[src/eri_pkg.sv]
// constants shared by the four-channel e1 receive line input stage
package eri_pkg;
    localparam int NUM_CH = 4;

    // register map, byte addresses on the ahb-lite slave
    localparam logic [7:0] CFG0_OFFSET   = 8'h00;  // cfg of channel n at 4*n
    localparam logic [7:0] STATUS_OFFSET = 8'h10;
    localparam logic [2:0] REG_IDX_STATUS = 3'h4;
    localparam logic [2:0] REG_IDX_NONE   = 3'h7;

    // per-channel configuration fields
    localparam int CFG_DUAL_RAIL   = 0;  // 1 dual rail, 0 single rail
    localparam int CFG_RZ          = 1;  // dual rail only: 1 rz, 0 nrz
    localparam int CFG_FALL_EDGE   = 2;  // 1 sample on falling line clock
    localparam int CFG_SMOOTH_CLK  = 3;  // 1 smoothed clock drives out
    localparam int CFG_OUT_CLK_SEL = 4;  // out_clk_select_bit
    localparam int CFG_SLIP_BYPASS = 5;  // rx_slip_buffer bypassed
    localparam int CFG_W           = 6;
    localparam logic [CFG_W-1:0] CFG_RESET = 6'h00;

    // status nibble per channel, channel n at bits 4n+3:4n
    localparam int ST_CLK = 0;
    localparam int ST_POS = 1;
    localparam int ST_NEG = 2;
    localparam int ST_CV  = 3;
    localparam int ST_W   = 4;

    // raw input bundle positions inside each channel's synchroniser
    localparam int IN_POS    = 0;
    localparam int IN_NEG    = 1;
    localparam int IN_SINGLE = 2;
    localparam int IN_CV     = 3;
    localparam int IN_LCLK   = 4;
    localparam int IN_SMOOTH = 5;
    localparam int IN_W      = 6;

    // timing: rz clock recovery by a phase accumulator at the line rate
    localparam longint MASTER_CLK_HZ = 64'd20000000;
    localparam longint LINE_CLK_HZ   = 64'd2048000;
    localparam int     PHASE_W       = 16;
    localparam logic [PHASE_W-1:0] PHASE_INC = PHASE_W'(
        ((LINE_CLK_HZ << PHASE_W) + MASTER_CLK_HZ / 2) / MASTER_CLK_HZ);
    localparam logic [PHASE_W-1:0] PHASE_RESYNC = 16'h0000;

    // ahb-lite encodings
    localparam logic [1:0] HTRANS_NONSEQ = 2'h2;
    localparam logic       HRESP_OKAY    = 1'h0;
endpackage : eri_pkg

[src/eri_line_input.sv]
// four-channel e1 receive line input stage with ahb-lite config registers
//
// Register access over AHB-Lite and the register offsets were chosen for this implementation.
module eri_line_input (
    input  wire logic        hclk,                  // master_clk, 20 MHz
    input  wire logic        hresetn,               // async reset, low
    input  wire logic        hsel,                  // slave select
    input  wire logic [31:0] haddr,                 // byte address
    input  wire logic [1:0]  htrans,                // transfer type
    input  wire logic        hwrite,                // 1 write
    input  wire logic [2:0]  hsize,                 // word only
    input  wire logic [31:0] hwdata,                // write data
    input  wire logic        hready,                // bus ready
    output logic      [31:0] hrdata,                // read data
    output logic             hreadyout,             // low in reset, high from the first clock after
    output logic             hresp,                 // always okay
    input  wire logic [3:0]  rx_pos_rail_in,        // positive rail
    input  wire logic [3:0]  rx_neg_rail_in,        // negative rail
    input  wire logic [3:0]  rx_single_rail_in,     // single-rail data
    input  wire logic [3:0]  rx_code_violation_in,  // external cv flag
    input  wire logic [3:0]  rx_line_clk_in,        // line clock
    input  wire logic [3:0]  jat_smooth_clk_in,     // smoothed clock
    input  wire logic [3:0]  bp_pcm_in,             // pcm to backplane
    input  wire logic [3:0]  bp_sig_in,             // signaling to bp
    output logic      [3:0]  rx_recovered_clk_out,  // recovered clock
    output logic      [3:0]  rx_pos_data_out,       // decoded pos/data
    output logic      [3:0]  rx_neg_data_out,       // decoded neg
    output logic      [3:0]  rx_cv_out,             // code violation
    output logic      [3:0]  rx_bit_strobe_out,     // bit valid pulse
    output logic      [3:0]  backplane_rx_pcm_out,  // backplane pcm
    output logic      [3:0]  backplane_rx_sig_out   // backplane sig
);

    // maps a byte address to a register index, unmapped otherwise
    function automatic logic [2:0] reg_index(input logic [31:0] a);
        logic [2:0] idx;
        idx = eri_pkg::REG_IDX_NONE;
        if (a[31:5] == 27'h0000000 && a[1:0] == 2'h0) begin
            if (a[7:0] == eri_pkg::STATUS_OFFSET) begin
                idx = eri_pkg::REG_IDX_STATUS;
            end else if (a[4] == 1'b0) begin
                idx = {1'b0, a[3:2]};
            end
        end
        return idx;
    endfunction : reg_index

    // bus slave: zero wait states, every response okay
    logic                           wr_pend_q;
    logic                           wr_pend_d;
    logic [2:0]                     wr_idx_q;
    logic [2:0]                     wr_idx_d;
    logic [31:0]                    hrdata_d;
    logic                           hreadyout_q;
    logic [eri_pkg::CFG_W-1:0]      cfg_q [eri_pkg::NUM_CH];
    logic [eri_pkg::CFG_W-1:0]      cfg_d [eri_pkg::NUM_CH];
    logic [eri_pkg::NUM_CH*eri_pkg::ST_W-1:0] status_w;
    logic                           addr_ok;
    logic [2:0]                     rd_idx;

    always_comb begin
        addr_ok   = hsel && hready && (htrans == eri_pkg::HTRANS_NONSEQ);
        rd_idx    = reg_index(haddr);
        wr_pend_d = addr_ok && hwrite;
        wr_idx_d  = wr_pend_d ? rd_idx : wr_idx_q;
        for (int c = 0; c < eri_pkg::NUM_CH; c++) begin
            cfg_d[c] = cfg_q[c];
            // each channel's word is written only by its own address
            if (wr_pend_q && wr_idx_q == 3'(c)) begin
                cfg_d[c] = hwdata[eri_pkg::CFG_W-1:0];
            end
        end
        hrdata_d = 32'h00000000;
        // read uses next cfg, so a read right after a write sees it
        if (addr_ok && !hwrite) begin
            if (rd_idx == eri_pkg::REG_IDX_STATUS) begin
                hrdata_d = 32'(status_w);
            end else if (rd_idx != eri_pkg::REG_IDX_NONE) begin
                hrdata_d = 32'(cfg_d[rd_idx[1:0]]);
            end
        end
    end

    always_ff @(posedge hclk or negedge hresetn) begin
        if (!hresetn) begin
            wr_pend_q   <= 1'b0;
            wr_idx_q    <= eri_pkg::REG_IDX_NONE;
            hrdata      <= 32'h00000000;
            hreadyout_q <= 1'b0;
            hresp       <= eri_pkg::HRESP_OKAY;
            for (int c = 0; c < eri_pkg::NUM_CH; c++) begin
                cfg_q[c] <= eri_pkg::CFG_RESET;
            end
        end else begin
            wr_pend_q   <= wr_pend_d;
            wr_idx_q    <= wr_idx_d;
            hrdata      <= hrdata_d;
            hreadyout_q <= 1'b1;
            hresp       <= eri_pkg::HRESP_OKAY;
            cfg_q       <= cfg_d;
        end
    end

    assign hreadyout = hreadyout_q;

    // per-channel line input: two-stage sync, then edge and cell logic
    for (genvar ch = 0; ch < eri_pkg::NUM_CH; ch++) begin : g_ch
        logic [eri_pkg::IN_W-1:0]    raw;
        logic [eri_pkg::IN_W-1:0]    s1_q;
        logic [eri_pkg::IN_W-1:0]    s2_q;
        logic [eri_pkg::IN_W-1:0]    s3_q;
        logic [eri_pkg::PHASE_W-1:0] phase_q;
        logic [eri_pkg::PHASE_W-1:0] phase_d;
        logic [eri_pkg::PHASE_W:0]   phase_sum;
        logic                        seen_pos_q;
        logic                        seen_pos_d;
        logic                        seen_neg_q;
        logic                        seen_neg_d;
        logic                        rclk_q;
        logic                        rclk_d;
        logic                        pos_q;
        logic                        pos_d;
        logic                        neg_q;
        logic                        neg_d;
        logic                        cv_q;
        logic                        cv_d;
        logic                        strobe_q;
        logic                        strobe_d;
        logic                        pcm_q;
        logic                        pcm_d;
        logic                        sig_q;
        logic                        sig_d;
        logic                        dual;
        logic                        rz;
        logic                        lclk_rise;
        logic                        lclk_fall;
        logic                        edge_hit;
        logic                        pulse_now;
        logic                        pulse_rise;
        logic                        bit_end;
        logic                        line_clk;
        logic                        pace;
        logic                        rclk_fall;

        assign raw = {jat_smooth_clk_in[ch], rx_line_clk_in[ch],
                      rx_code_violation_in[ch], rx_single_rail_in[ch],
                      rx_neg_rail_in[ch], rx_pos_rail_in[ch]};

        always_comb begin
            dual      = cfg_q[ch][eri_pkg::CFG_DUAL_RAIL];
            rz        = dual && cfg_q[ch][eri_pkg::CFG_RZ];
            lclk_rise = s2_q[eri_pkg::IN_LCLK] && !s3_q[eri_pkg::IN_LCLK];
            lclk_fall = !s2_q[eri_pkg::IN_LCLK] && s3_q[eri_pkg::IN_LCLK];
            // sampling edge is chosen per channel
            edge_hit  = cfg_q[ch][eri_pkg::CFG_FALL_EDGE] ? lclk_fall
                                                          : lclk_rise;
            // a mode switch can line up two bit ends; keep strobes apart
            edge_hit  = edge_hit && !strobe_q;
            // any mark on either rail starts a bit cell
            pulse_now  = s2_q[eri_pkg::IN_POS] || s2_q[eri_pkg::IN_NEG];
            pulse_rise = pulse_now &&
                         !(s3_q[eri_pkg::IN_POS] || s3_q[eri_pkg::IN_NEG]);
            phase_sum  = {1'b0, phase_q} + {1'b0, eri_pkg::PHASE_INC};
            // a late pulse closes the cell early so no bit is dropped
            bit_end    = phase_sum[eri_pkg::PHASE_W] ||
                         (pulse_rise && phase_q[eri_pkg::PHASE_W-1]);
            // within rz two cell ends never touch, so this only bites
            // on the cycle a mode change lands
            bit_end    = bit_end && !strobe_q;
            phase_d    = pulse_rise ? eri_pkg::PHASE_RESYNC
                                    : phase_sum[eri_pkg::PHASE_W-1:0];
            seen_pos_d = seen_pos_q;
            seen_neg_d = seen_neg_q;
            pos_d      = pos_q;
            neg_d      = neg_q;
            cv_d       = 1'b0;
            strobe_d   = 1'b0;
            if (rz) begin
                // rz ignores the line clock: rails hold both clock and data
                strobe_d   = bit_end;
                if (bit_end) begin
                    pos_d      = seen_pos_q;
                    neg_d      = seen_neg_q;
                    seen_pos_d = s2_q[eri_pkg::IN_POS];
                    seen_neg_d = s2_q[eri_pkg::IN_NEG];
                end else begin
                    seen_pos_d = seen_pos_q || s2_q[eri_pkg::IN_POS];
                    seen_neg_d = seen_neg_q || s2_q[eri_pkg::IN_NEG];
                end
            end else if (dual) begin
                // nrz relies on the line interface supplying the clock
                strobe_d = edge_hit;
                if (edge_hit) begin
                    pos_d = s2_q[eri_pkg::IN_POS];
                    neg_d = s2_q[eri_pkg::IN_NEG];
                end
            end else begin
                strobe_d = edge_hit;
                // neg clears with the first single-rail bit, not before,
                // so decoded bits only ever move with a strobe
                if (edge_hit) begin
                    neg_d = 1'b0;
                    pos_d = s2_q[eri_pkg::IN_SINGLE];
                    cv_d  = s2_q[eri_pkg::IN_CV];
                end
            end
            // rz: high during the first half of the recovered cell
            line_clk = rz ? !phase_q[eri_pkg::PHASE_W-1]
                          : s2_q[eri_pkg::IN_LCLK];
            rclk_d   = cfg_q[ch][eri_pkg::CFG_SMOOTH_CLK]
                       ? s2_q[eri_pkg::IN_SMOOTH] : line_clk;
            rclk_fall = rclk_q && !rclk_d;
            pace      = cfg_q[ch][eri_pkg::CFG_SLIP_BYPASS] ||
                        cfg_q[ch][eri_pkg::CFG_OUT_CLK_SEL];
            pcm_d     = bp_pcm_in[ch];
            sig_d     = bp_sig_in[ch];
            // paced mode holds the outputs between falling clock edges
            if (pace && !rclk_fall) begin
                pcm_d = pcm_q;
                sig_d = sig_q;
            end
        end

        always_ff @(posedge hclk or negedge hresetn) begin
            if (!hresetn) begin
                s1_q       <= '0;
                s2_q       <= '0;
                s3_q       <= '0;
                phase_q    <= '0;
                seen_pos_q <= 1'b0;
                seen_neg_q <= 1'b0;
                rclk_q     <= 1'b0;
                pos_q      <= 1'b0;
                neg_q      <= 1'b0;
                cv_q       <= 1'b0;
                strobe_q   <= 1'b0;
                pcm_q      <= 1'b0;
                sig_q      <= 1'b0;
            end else begin
                s1_q       <= raw;
                s2_q       <= s1_q;
                s3_q       <= s2_q;
                phase_q    <= phase_d;
                seen_pos_q <= seen_pos_d;
                seen_neg_q <= seen_neg_d;
                rclk_q     <= rclk_d;
                pos_q      <= pos_d;
                neg_q      <= neg_d;
                cv_q       <= cv_d;
                strobe_q   <= strobe_d;
                pcm_q      <= pcm_d;
                sig_q      <= sig_d;
            end
        end

        assign rx_recovered_clk_out[ch] = rclk_q;
        assign rx_pos_data_out[ch]      = pos_q;
        assign rx_neg_data_out[ch]      = neg_q;
        assign rx_cv_out[ch]            = cv_q;
        assign rx_bit_strobe_out[ch]    = strobe_q;
        assign backplane_rx_pcm_out[ch] = pcm_q;
        assign backplane_rx_sig_out[ch] = sig_q;
        assign status_w[ch*eri_pkg::ST_W +: eri_pkg::ST_W] =
            {cv_q, neg_q, pos_q, rclk_q};
    end

endmodule : eri_line_input

[config.mk]
export PLATFORM = sky130hd
export DESIGN_NAME = eri_line_input
export DESIGN_NICKNAME = d
export VERILOG_FILES = /design/src/eri_pkg.sv /design/src/eri_line_input.sv
export SDC_FILE = /design/constraint.sdc
export NUM_CORES = 1
export LEC_CHECK = 0
export BUFFER_PORTS_ARGS = -buffer_cell sky130_fd_sc_hd__buf_2
export CAP_MARGIN = 20
export CORE_ASPECT_RATIO = 1.5
export CORE_MARGIN = 3
export CORE_UTILIZATION = 56
export DETAILED_ROUTE_END_ITERATION = 7
export PLACE_DENSITY_LB_ADDON = 0.12
export SYNTH_ARGS = -nofsm -noshare
export SYNTH_HDL_FRONTEND = slang
export SYNTH_SLANG_ARGS = --single-unit
[constraint.sdc]
create_clock -name hclk -period 2.5 [get_ports hclk]
set_clock_uncertainty 0.1 [all_clocks]
set_input_delay 0.125 -clock hclk [delete_from_list [all_inputs] [get_ports hclk]]
set_output_delay 0.125 -clock hclk [all_outputs]
set_load 0.05 [all_outputs]
Word level (Yosys, flattened, before mapping)
Cells that the tools add are included.
Cells by class
  reduce and logical (&&, ||, !) cells: 109
  $add $sub $neg: 4
  mux-type cells: 93
  magnitude comparators: 1
  bitwise operators: 1
  equality and inequality tests: 11
Operator list (number)
  16-bit two-way mux: 6
  1-bit two-way mux: 76
  16-bit by 13-bit adder with 17-bit output, second input constant: 4
  1-bit logical AND: 45
  6-bit two-way mux: 7
  1-bit zero test: 29
  27-bit zero test: 1
  1-bit logical OR: 24
  6-bit binary-select mux with 2-bit select: 1
  3-bit two-way mux: 3
  8-bit by 5-bit equality test with 1-bit output, second input constant: 1
  2-bit by 1-bit inequality test with 1-bit output, second input constant: 4
  2-bit AND reduction: 4
  2-bit nonzero test: 4
  3-bit by 2-bit equality test with 1-bit output, second input constant: 2
  3-bit by 1-bit equality test with 1-bit output, second input constant: 1
  3-bit equality test, second input constant: 1
  3-bit >= comparator, second input constant: 1
  3-bit zero test: 1
  3-bit inequality test, second input constant: 1
  2-bit inverter with 3-bit output: 1
  2-bit equality test, second input constant: 1
  2-bit zero test: 1
Word-level totals
  word-level logic and storage cells: 279
  register bits after elaboration: 229
  output and inout port bits: 62
  input bits: 106

Longest topological paths before layout
Gate-level depths: netlist of the first run.
  word-level depth: 10
  depth in mapped cells: 7

Worst setup path before layout of the first run
OpenSTA, ideal clock, no wires.
  path type: register -> register
  start: register g_ch[1].phase_q[0] (netlist name)
  end: register g_ch[1].neg_q
  path buffers: 0
  library setup time: 128 ps
  data required time: 2272 ps
  cell stages (with the launch flop): 8
  arrival time: 1674 ps
  slack: 599 ps
  path through: dfrtp_1 inv_1 ha_1 nand2b_4 a21boi_0 o2111a_1 a211oi_4 mux2_1
Between the ends
  longest elaborated chain between the ends: 5
RTL lines
  start, declared: RTL line eri_line_input.sv:112  | logic [eri_pkg::PHASE_W-1:0] phase_q;
  start signal, assigned: RTL line eri_line_input.sv:243  | phase_q <= phase_d;
  16-bit by 13-bit adder with 17-bit output: RTL line eri_line_input.sv:163  | phase_sum = {1'b0, phase_q} + {1'b0, eri_pkg::PHASE_INC};
  1-bit logical OR: RTL line eri_line_input.sv:165  | bit_end = phase_sum[eri_pkg::PHASE_W] ||
  1-bit logical AND: RTL line eri_line_input.sv:169  | bit_end = bit_end && !strobe_q;
  2-bit by 1-bit inequality test with 1-bit output (no source line)
  2-bit AND reduction (no source line)
  end signal, assigned: RTL line eri_line_input.sv:248  | neg_q <= neg_d;
  end, declared: RTL line eri_line_input.sv:123  | logic neg_q;
No other way between the ends.
A chain may end at the register's enable or synchronous reset.

Worst setup path after layout of the first run
  start: register g_ch[0].phase_q[0] (netlist name)
  end: register g_ch[0].neg_q
Between the ends
  longest elaborated chain between the ends: 5
RTL lines (RTL line)
  start, declared: eri_line_input.sv:112
  start signal, assigned: eri_line_input.sv:243
  16-bit by 13-bit adder with 17-bit output: eri_line_input.sv:163
  1-bit logical OR: eri_line_input.sv:165
  1-bit logical AND: eri_line_input.sv:169
  2-bit by 1-bit inequality test with 1-bit output (no source line)
  2-bit AND reduction (no source line)
  end signal, assigned: eri_line_input.sv:248
  end, declared: eri_line_input.sv:123
No other way between the ends.

==> impl_metrics.toml, run 1 <==
[sta]
fin_crit_sh_pct = 86.1
holdWs_ns = 0.0121
maxSlewViolCount = 0
fin_tns_setup_ns = 0
relSlewSlack_pct = 33.3
tightest_slew_ns = 0.997
timing.fmax_ghz = 0.465
period_needed_ns = 2.15
rsz0062_at_grt = "no"
setup_viol = 0
hold_viol = 0

[placement]
hpwl_mm = 13.0
placed_area_um2 = 9460
place.gp.congestion = 0.828
place_inst = 1019
placement.io_buffers = 121

[clocking]
post-cts-setup-buffers = 0
clk_pin_slew_ns = 0.06
cts_buffers = 20
clock_path_buffers = 3
cts_sinks = 205
cts-root-buf = "clkbuf_16"
clk_latency_ns = 0.48
cts_max_level = 1
cts_tree = "done"

[die]
die_area_um2 = 17500
dieWidth_um = 109
die_h_um = 161
row_count = 55
floorplan.initialDensity_pct = 58.1
core_um2 = 15300
pin_count = 168

[grt]
grt_pass1_vias = 6219
antenna_found_initial = 0
grt_max_degree = 93
grt_pass1_wl_mm = 29.8
grt_use_total_pct = 21.1
gr-total-overflow = 0

[synth]
synthFlopType = "dfrtp_1"
synth-async-reset-ratio_pct = 100
syn_avg_cell_area_um2 = 12.1
ys_warn_count = 0
yosysSeqAreaShare_pct = 57.5
syn_area_um2 = 8920
syn-instance-count = 740
synth_seq_cells = 205
synth_cell_types = 69
synth-edff-count = 0

[cells_and_area]
stdcell_area_um2 = 10600
syn2layout_area_growth_pct = 18.4
diodes = 0
nets = 997
drive_gt1_share_pct = 24.2
stdcell_count = 1100

[setup_path]
required_ns = 2.76
end_kind = "flop"
crit_chain = "inv_1, ha_1, nand2b_4, a21boi_0, o2111a_1, a211oi_2, mux2_1"
path_max_fanout = 5
cp_data_arrival_time_ns = 2.41
slowest_stage = "dfrtp_1"
critPathKind = "reg2reg"
start_kind = "flop"
cp_slowest_stage_delay_ns = 0.43

[job]
max_cap_violations = 0

[worst_hold_path]
hp-class = "in2async"

[drt]
routed_via_density = 5.46
ant_nets = 0
totalWireLength_mm = 18.4
detail_route.drc_violations = 0
wire_per_inst_um = 16.8
drt_iter0_markers = 245
num_vias = 6003
first_pass_iters = 6

[status]
outcome = "complete, no violations"

[power_and_ir_drop]
power.density_nw_per_um2 = 1020
cellLeakagePower_nw = 5.04
peakVddDrop_mv = 0.774
sequential cells by signal, indices dropped and copies added (netlist names), 12 cells and up:
| name | count |
|---|---|
| g_ch.s3_q | 12 |
| g_ch.phase_q | 64 |
| g_ch.s1_q | 24 |
| g_ch.s2_q | 24 |
| hrdata | 16 |
| cfg_q | 24 |
synth_stat cells, types with 12 or more instances:
cell type / count / area share, %
a21oi_1: 19 / 1.1
and2_1: 14 / 0.98
buf_4: 46 / 3.9
dfrtp_1: 202 / 57
mux2_1: 17 / 2.1
mux2_2: 20 / 2.5
mux2i_1: 23 / 2.6
nand2_1: 44 / 1.9
nand3_1: 12 / 0.67
nor2_1: 74 / 3.1
xnor2_1: 20 / 2.0
xor2_1: 13 / 1.3
critical path: cells and delay by family, from the launching register on:
family / cells / cell delay, ns
AOI/OAI and AO/OA: 3 / 0.72
DFF: 1 / 0.43
muxes: 1 / 0.36
adders and majority gates: 1 / 0.24
and+or+nand+nor: 1 / 0.10
buffers and inverters: 1 / 0.08
power breakdown:
group	internal [mW]	total (mW)	switching, mW	leakage (nW)
Combinational	1.33	2.95	1.63	2.18
Clock	1.72	2.95	1.22	0.326
Sequential	4.05	4.85	0.802	2.53
Total	7.10	10.7	3.65	5.04
placed cells by master (no fill, tap or decap), types with 7 or more instances in the layout:
cell type / instances
clkbuf_8: 7
buf_2: 120
nor4_1: 10
o21ai_1: 8
xnor2_1: 20
mux2i_1: 23
a211o_1: 7
nor3_1: 8
conb_1: 18
mux2_1: 17
nand3_1: 12
xor2_1: 13
a31oi_1: 10
o21a_1: 7
nand2b_1: 11
clkbuf_16: 21
and2_1: 14
nor2_1: 74
inv_1: 10
nor3b_1: 8
dfrtp_1: 202
o21ai_0: 11
mux2_2: 20
nand2_1: 44
a21o_1: 10
a32o_1: 8
a21oi_1: 19
dlygate4sd3_1: 45
path summary, 6_finish.rpt:
| check | startpoint | to | slack (ns) | cells after the start |
|---|---|---|---|---|
| setup / recovery | g_ch[0].phase_q[0] | g_ch[0].neg_q | 0.35 | 7 |
| min in group hclk | htrans[0] | wr_idx_q[1] | 0.05 | 5 |
| hold reg to reg | g_ch[0].s1_q[1] | g_ch[0].s2_q[1] | 0.24 | 0 |
| hold / removal | hresetn | g_ch[3].phase_q[11] | 0.01 | 2 |
| max in group asynchronous | hresetn | g_ch[1].pos_q | 1.51 | 3 |
| setup reg to reg | g_ch[0].phase_q[0] | g_ch[0].neg_q | 0.35 | 7 |
stage by stage:
step | setup WS [ns] | total power, mW | util (%)
after floorplan | 0.599 | 7.20 | -
after global placement | 0.457 | 7.59 | 61.6
after detailed placement | 0.386 | 7.77 | 61.6
after CTS | 0.332 | 10.8 | 68.9
after global routing | 0.211 | 11.4 | 68.9
final | 0.347 | 10.7 | 68.9
routing by layer:
| layer | global-route usage [%] | vias up | wire length [um] |
|---|---|---|---|
| met2 | 38.8 | 136 | 10000 |
| met1 | 25.3 | 2998 | 7130 |
| met4 | 5.80 | 0 | 354 |
| met5 | 0 | - | 0 |
| li1 | - | 2841 | - |
| met3 | 2.90 | 28 | 931 |
logic make-up after synthesis:
kind of cell	after synthesis	share of synthesized area, %
flip-flops	205	57.5
adder cells (fa/ha/maj)	4	0.561
buffers and inverters	75	5.72
XOR/XNOR	33	3.24
other	2	0.0842
AND/OR/NAND/NOR	232	14.2
AO/OA/AOI/OAI	126	10.8
multiplexers	63	7.76
area by class of cell:
class | count | area (um2)
multi-input combinational | 476 | 3340
sequential | 205 | 5130
clock buffer | 30 | 619
fill | 1143 | 4780
timing repair buffer | 174 | 1150
tap | 199 | 249
inverter | 10 | 37.5
clock inverter | 6 | 40.0
what timing repair did:
| action | 4_1_cts | 5_1_grt |
|---|---|---|
| endpoints found under the hold margin | 263 | 0 |
| hold buffers | 45 | 0 |
| gates resized for setup | 0 | 0 |
Note: power is estimated with default switching activity, not from simulation.
==> run 2, diff against run 1 <==
--- a/config.mk
+++ b/config.mk
@@ -16,2 +16,3 @@
 export SYNTH_HDL_FRONTEND = slang
 export SYNTH_SLANG_ARGS = --single-unit
+export TNS_END_PERCENT = 30
==> constraint.sdc (replaced) <==
create_clock -name hclk -period 2.5 [get_ports hclk]
set_clock_uncertainty 0.1 [all_clocks]
set_input_delay 0.625 -clock hclk [delete_from_list [all_inputs] [get_ports hclk]]
set_output_delay 0.625 -clock hclk [all_outputs]
set_load 0.05 [all_outputs]
==> impl_metrics.toml, run 2 (synthesis gave the netlist of run 1 again) <==
[drt]
wire_per_inst_um = 17.0
ant_nets = 0
num_vias = 5844
first_pass_iters = 4
totalWireLength_mm = 18.0
drt_iter0_markers = 246
detail_route.drc_violations = 0
routed_via_density = 5.52

[cells_and_area]
drive_gt1_share_pct = 25.7
syn2layout_area_growth_pct = 14.1
layout_common_cells = "202 x dfrtp_1, 120 x buf_2, 74 x nor2_1"
largest_reg_flops = 64
nets = 956
final_common_cell = "dfrtp_1"
regMostFlops = "g_ch.phase_q"
stdcell_count = 1059
diodes = 0

[power_and_ir_drop]
cellLeakagePower_nw = 4.88
peakVddDrop_mv = 0.689
power.density_nw_per_um2 = 1060

[sta]
holdWs_ns = 0.0199
timing.fmax_ghz = 0.463
relSlewSlack_pct = 34.5
maxSlewViolCount = 0
tightest_slew_ns = 0.980
hold_viol = 0
setup_viol = 0
fin_crit_sh_pct = 86.5
rsz0062_at_grt = "no"
fin_tns_setup_ns = 0
period_needed_ns = 2.16

[grt]
gr-usage-met1_pct = 25.2
grt_pass1_wl_mm = 29.4
met3_usage_pct = 3.54
antenna_found_initial = 1
grt-busiest-layer = "met2"
grt_max_degree = 62
grt_use_met2_pct = 37.3
grt_pass1_vias = 6036
grt_use_total_pct = 20.8
gr-total-overflow = 0

[die]
die_area_um2 = 17500
dieWidth_um = 109
floorplan.initialDensity_pct = 58.1
row_count = 55
die_h_um = 161
core_um2 = 15300
pin_count = 168

[placement]
hpwl_mm = 13.1
place_inst = 1023
placement.io_buffers = 121
place.gp.congestion = 0.800

[setup_path]
critPathKind = "reg2reg"
rr_worst_depth = 7
start_kind = "flop"
end_kind = "flop"
path_max_fanout = 5
cp_data_arrival_time_ns = 2.42
required_ns = 2.76
r2r_setup_slack_ns = 0.34
r2r-start = "g_ch[0].phase_q[0]"
r2r_end = "g_ch[0].neg_q"

[clocking]
cts_sinks = 205
cts_buffers = 20
post-cts-setup-buffers = 0
cts_max_level = 1
cts_tree = "done"
cts-root-buf = "clkbuf_16"
clk_latency_ns = 0.48
holdBufCountCts = 0
cts_resized = 0
clock_path_buffers = 3
clk_pin_slew_ns = 0.07

[worst_hold_path]
hp-class = "in2async"

[status]
outcome = "complete, no violations"

[job]
max_cap_violations = 0
## run 2: changes by cell type in the layout (fill, tap and decap cells not counted), sizes merged
| cell | previous run | this run |
|---|---|---|
| buf | 128 | 132 |
| bufinv | 0 | 1 |
| clkbuf | 31 | 32 |
| clkinv | 5 | 3 |
| dlygate4sd3 | 45 | 0 |
## run 2: power breakdown
group          internal, mW  switching [mW]  total (mW)
combinational          1.28            1.60        2.89
clock                  1.82            1.22        3.04
sequential             4.05           0.790        4.84
## run 2: area by class of cell
cell class                      instances  area, um2
Clock inverter                          5       52.6
Fill cell                            1167       5170
Clock buffer                           31        623
Inverter                               10       37.5
Timing Repair Buffer                  133        742
Sequential cell                       205       5130
Multi-Input combinational cell        476       3340
Tap cell                              199        249
## run 2: how the worst max path moves through the flow
stage	endpoint	slack (ns)	cells after the start	startpoint
2_1_floorplan	hrdata[0]	0.53	6	haddr[13]
3_3_place_gp	hrdata[2]	0.15	6	haddr[5]
3_5_place_dp	hrdata[2]	0.09	6	haddr[5]
4_1_cts	g_ch[0].neg_q	0.34	7	g_ch[0].phase_q[0]
5_1_grt	g_ch[0].pos_q	0.23	7	g_ch[0].phase_q[0]
6_report	g_ch[0].neg_q	0.34	7	g_ch[0].phase_q[0]
## run 2: per-stage QoR
stage | utilization [%] | setup slack, ns | instance area, um2 | power (mW)
global placement | 61.9 | 0.152 | 9500 | 7.60
global route | 66.3 | 0.232 | 10200 | 11.4
CTS | 66.3 | 0.338 | 10200 | 10.9
floorplan | - | 0.530 | 8980 | 7.20
detailed placement | 61.9 | 0.0854 | 9500 | 7.78
finish | 66.3 | 0.338 | 10200 | 10.8
## run 2: routing by layer
| metal | share of wire, % | routed length, um |
|---|---|---|
| met1 | 39 | 7000 |
| met3 | 5.4 | 981 |
| met4 | 2.3 | 422 |
| met5 | 0.072 | 13 |
| met2 | 53 | 9590 |
## run 2: worst max-delay path, stage by stage (launching register included)
cell and delay, ns:
dfrtp_1 0.41, inv_1 0.07, ha_1 0.24, nand2b_4 0.10
a21boi_0 0.12, o2111a_1 0.28, a211oi_2 0.35, mux2_1 0.37
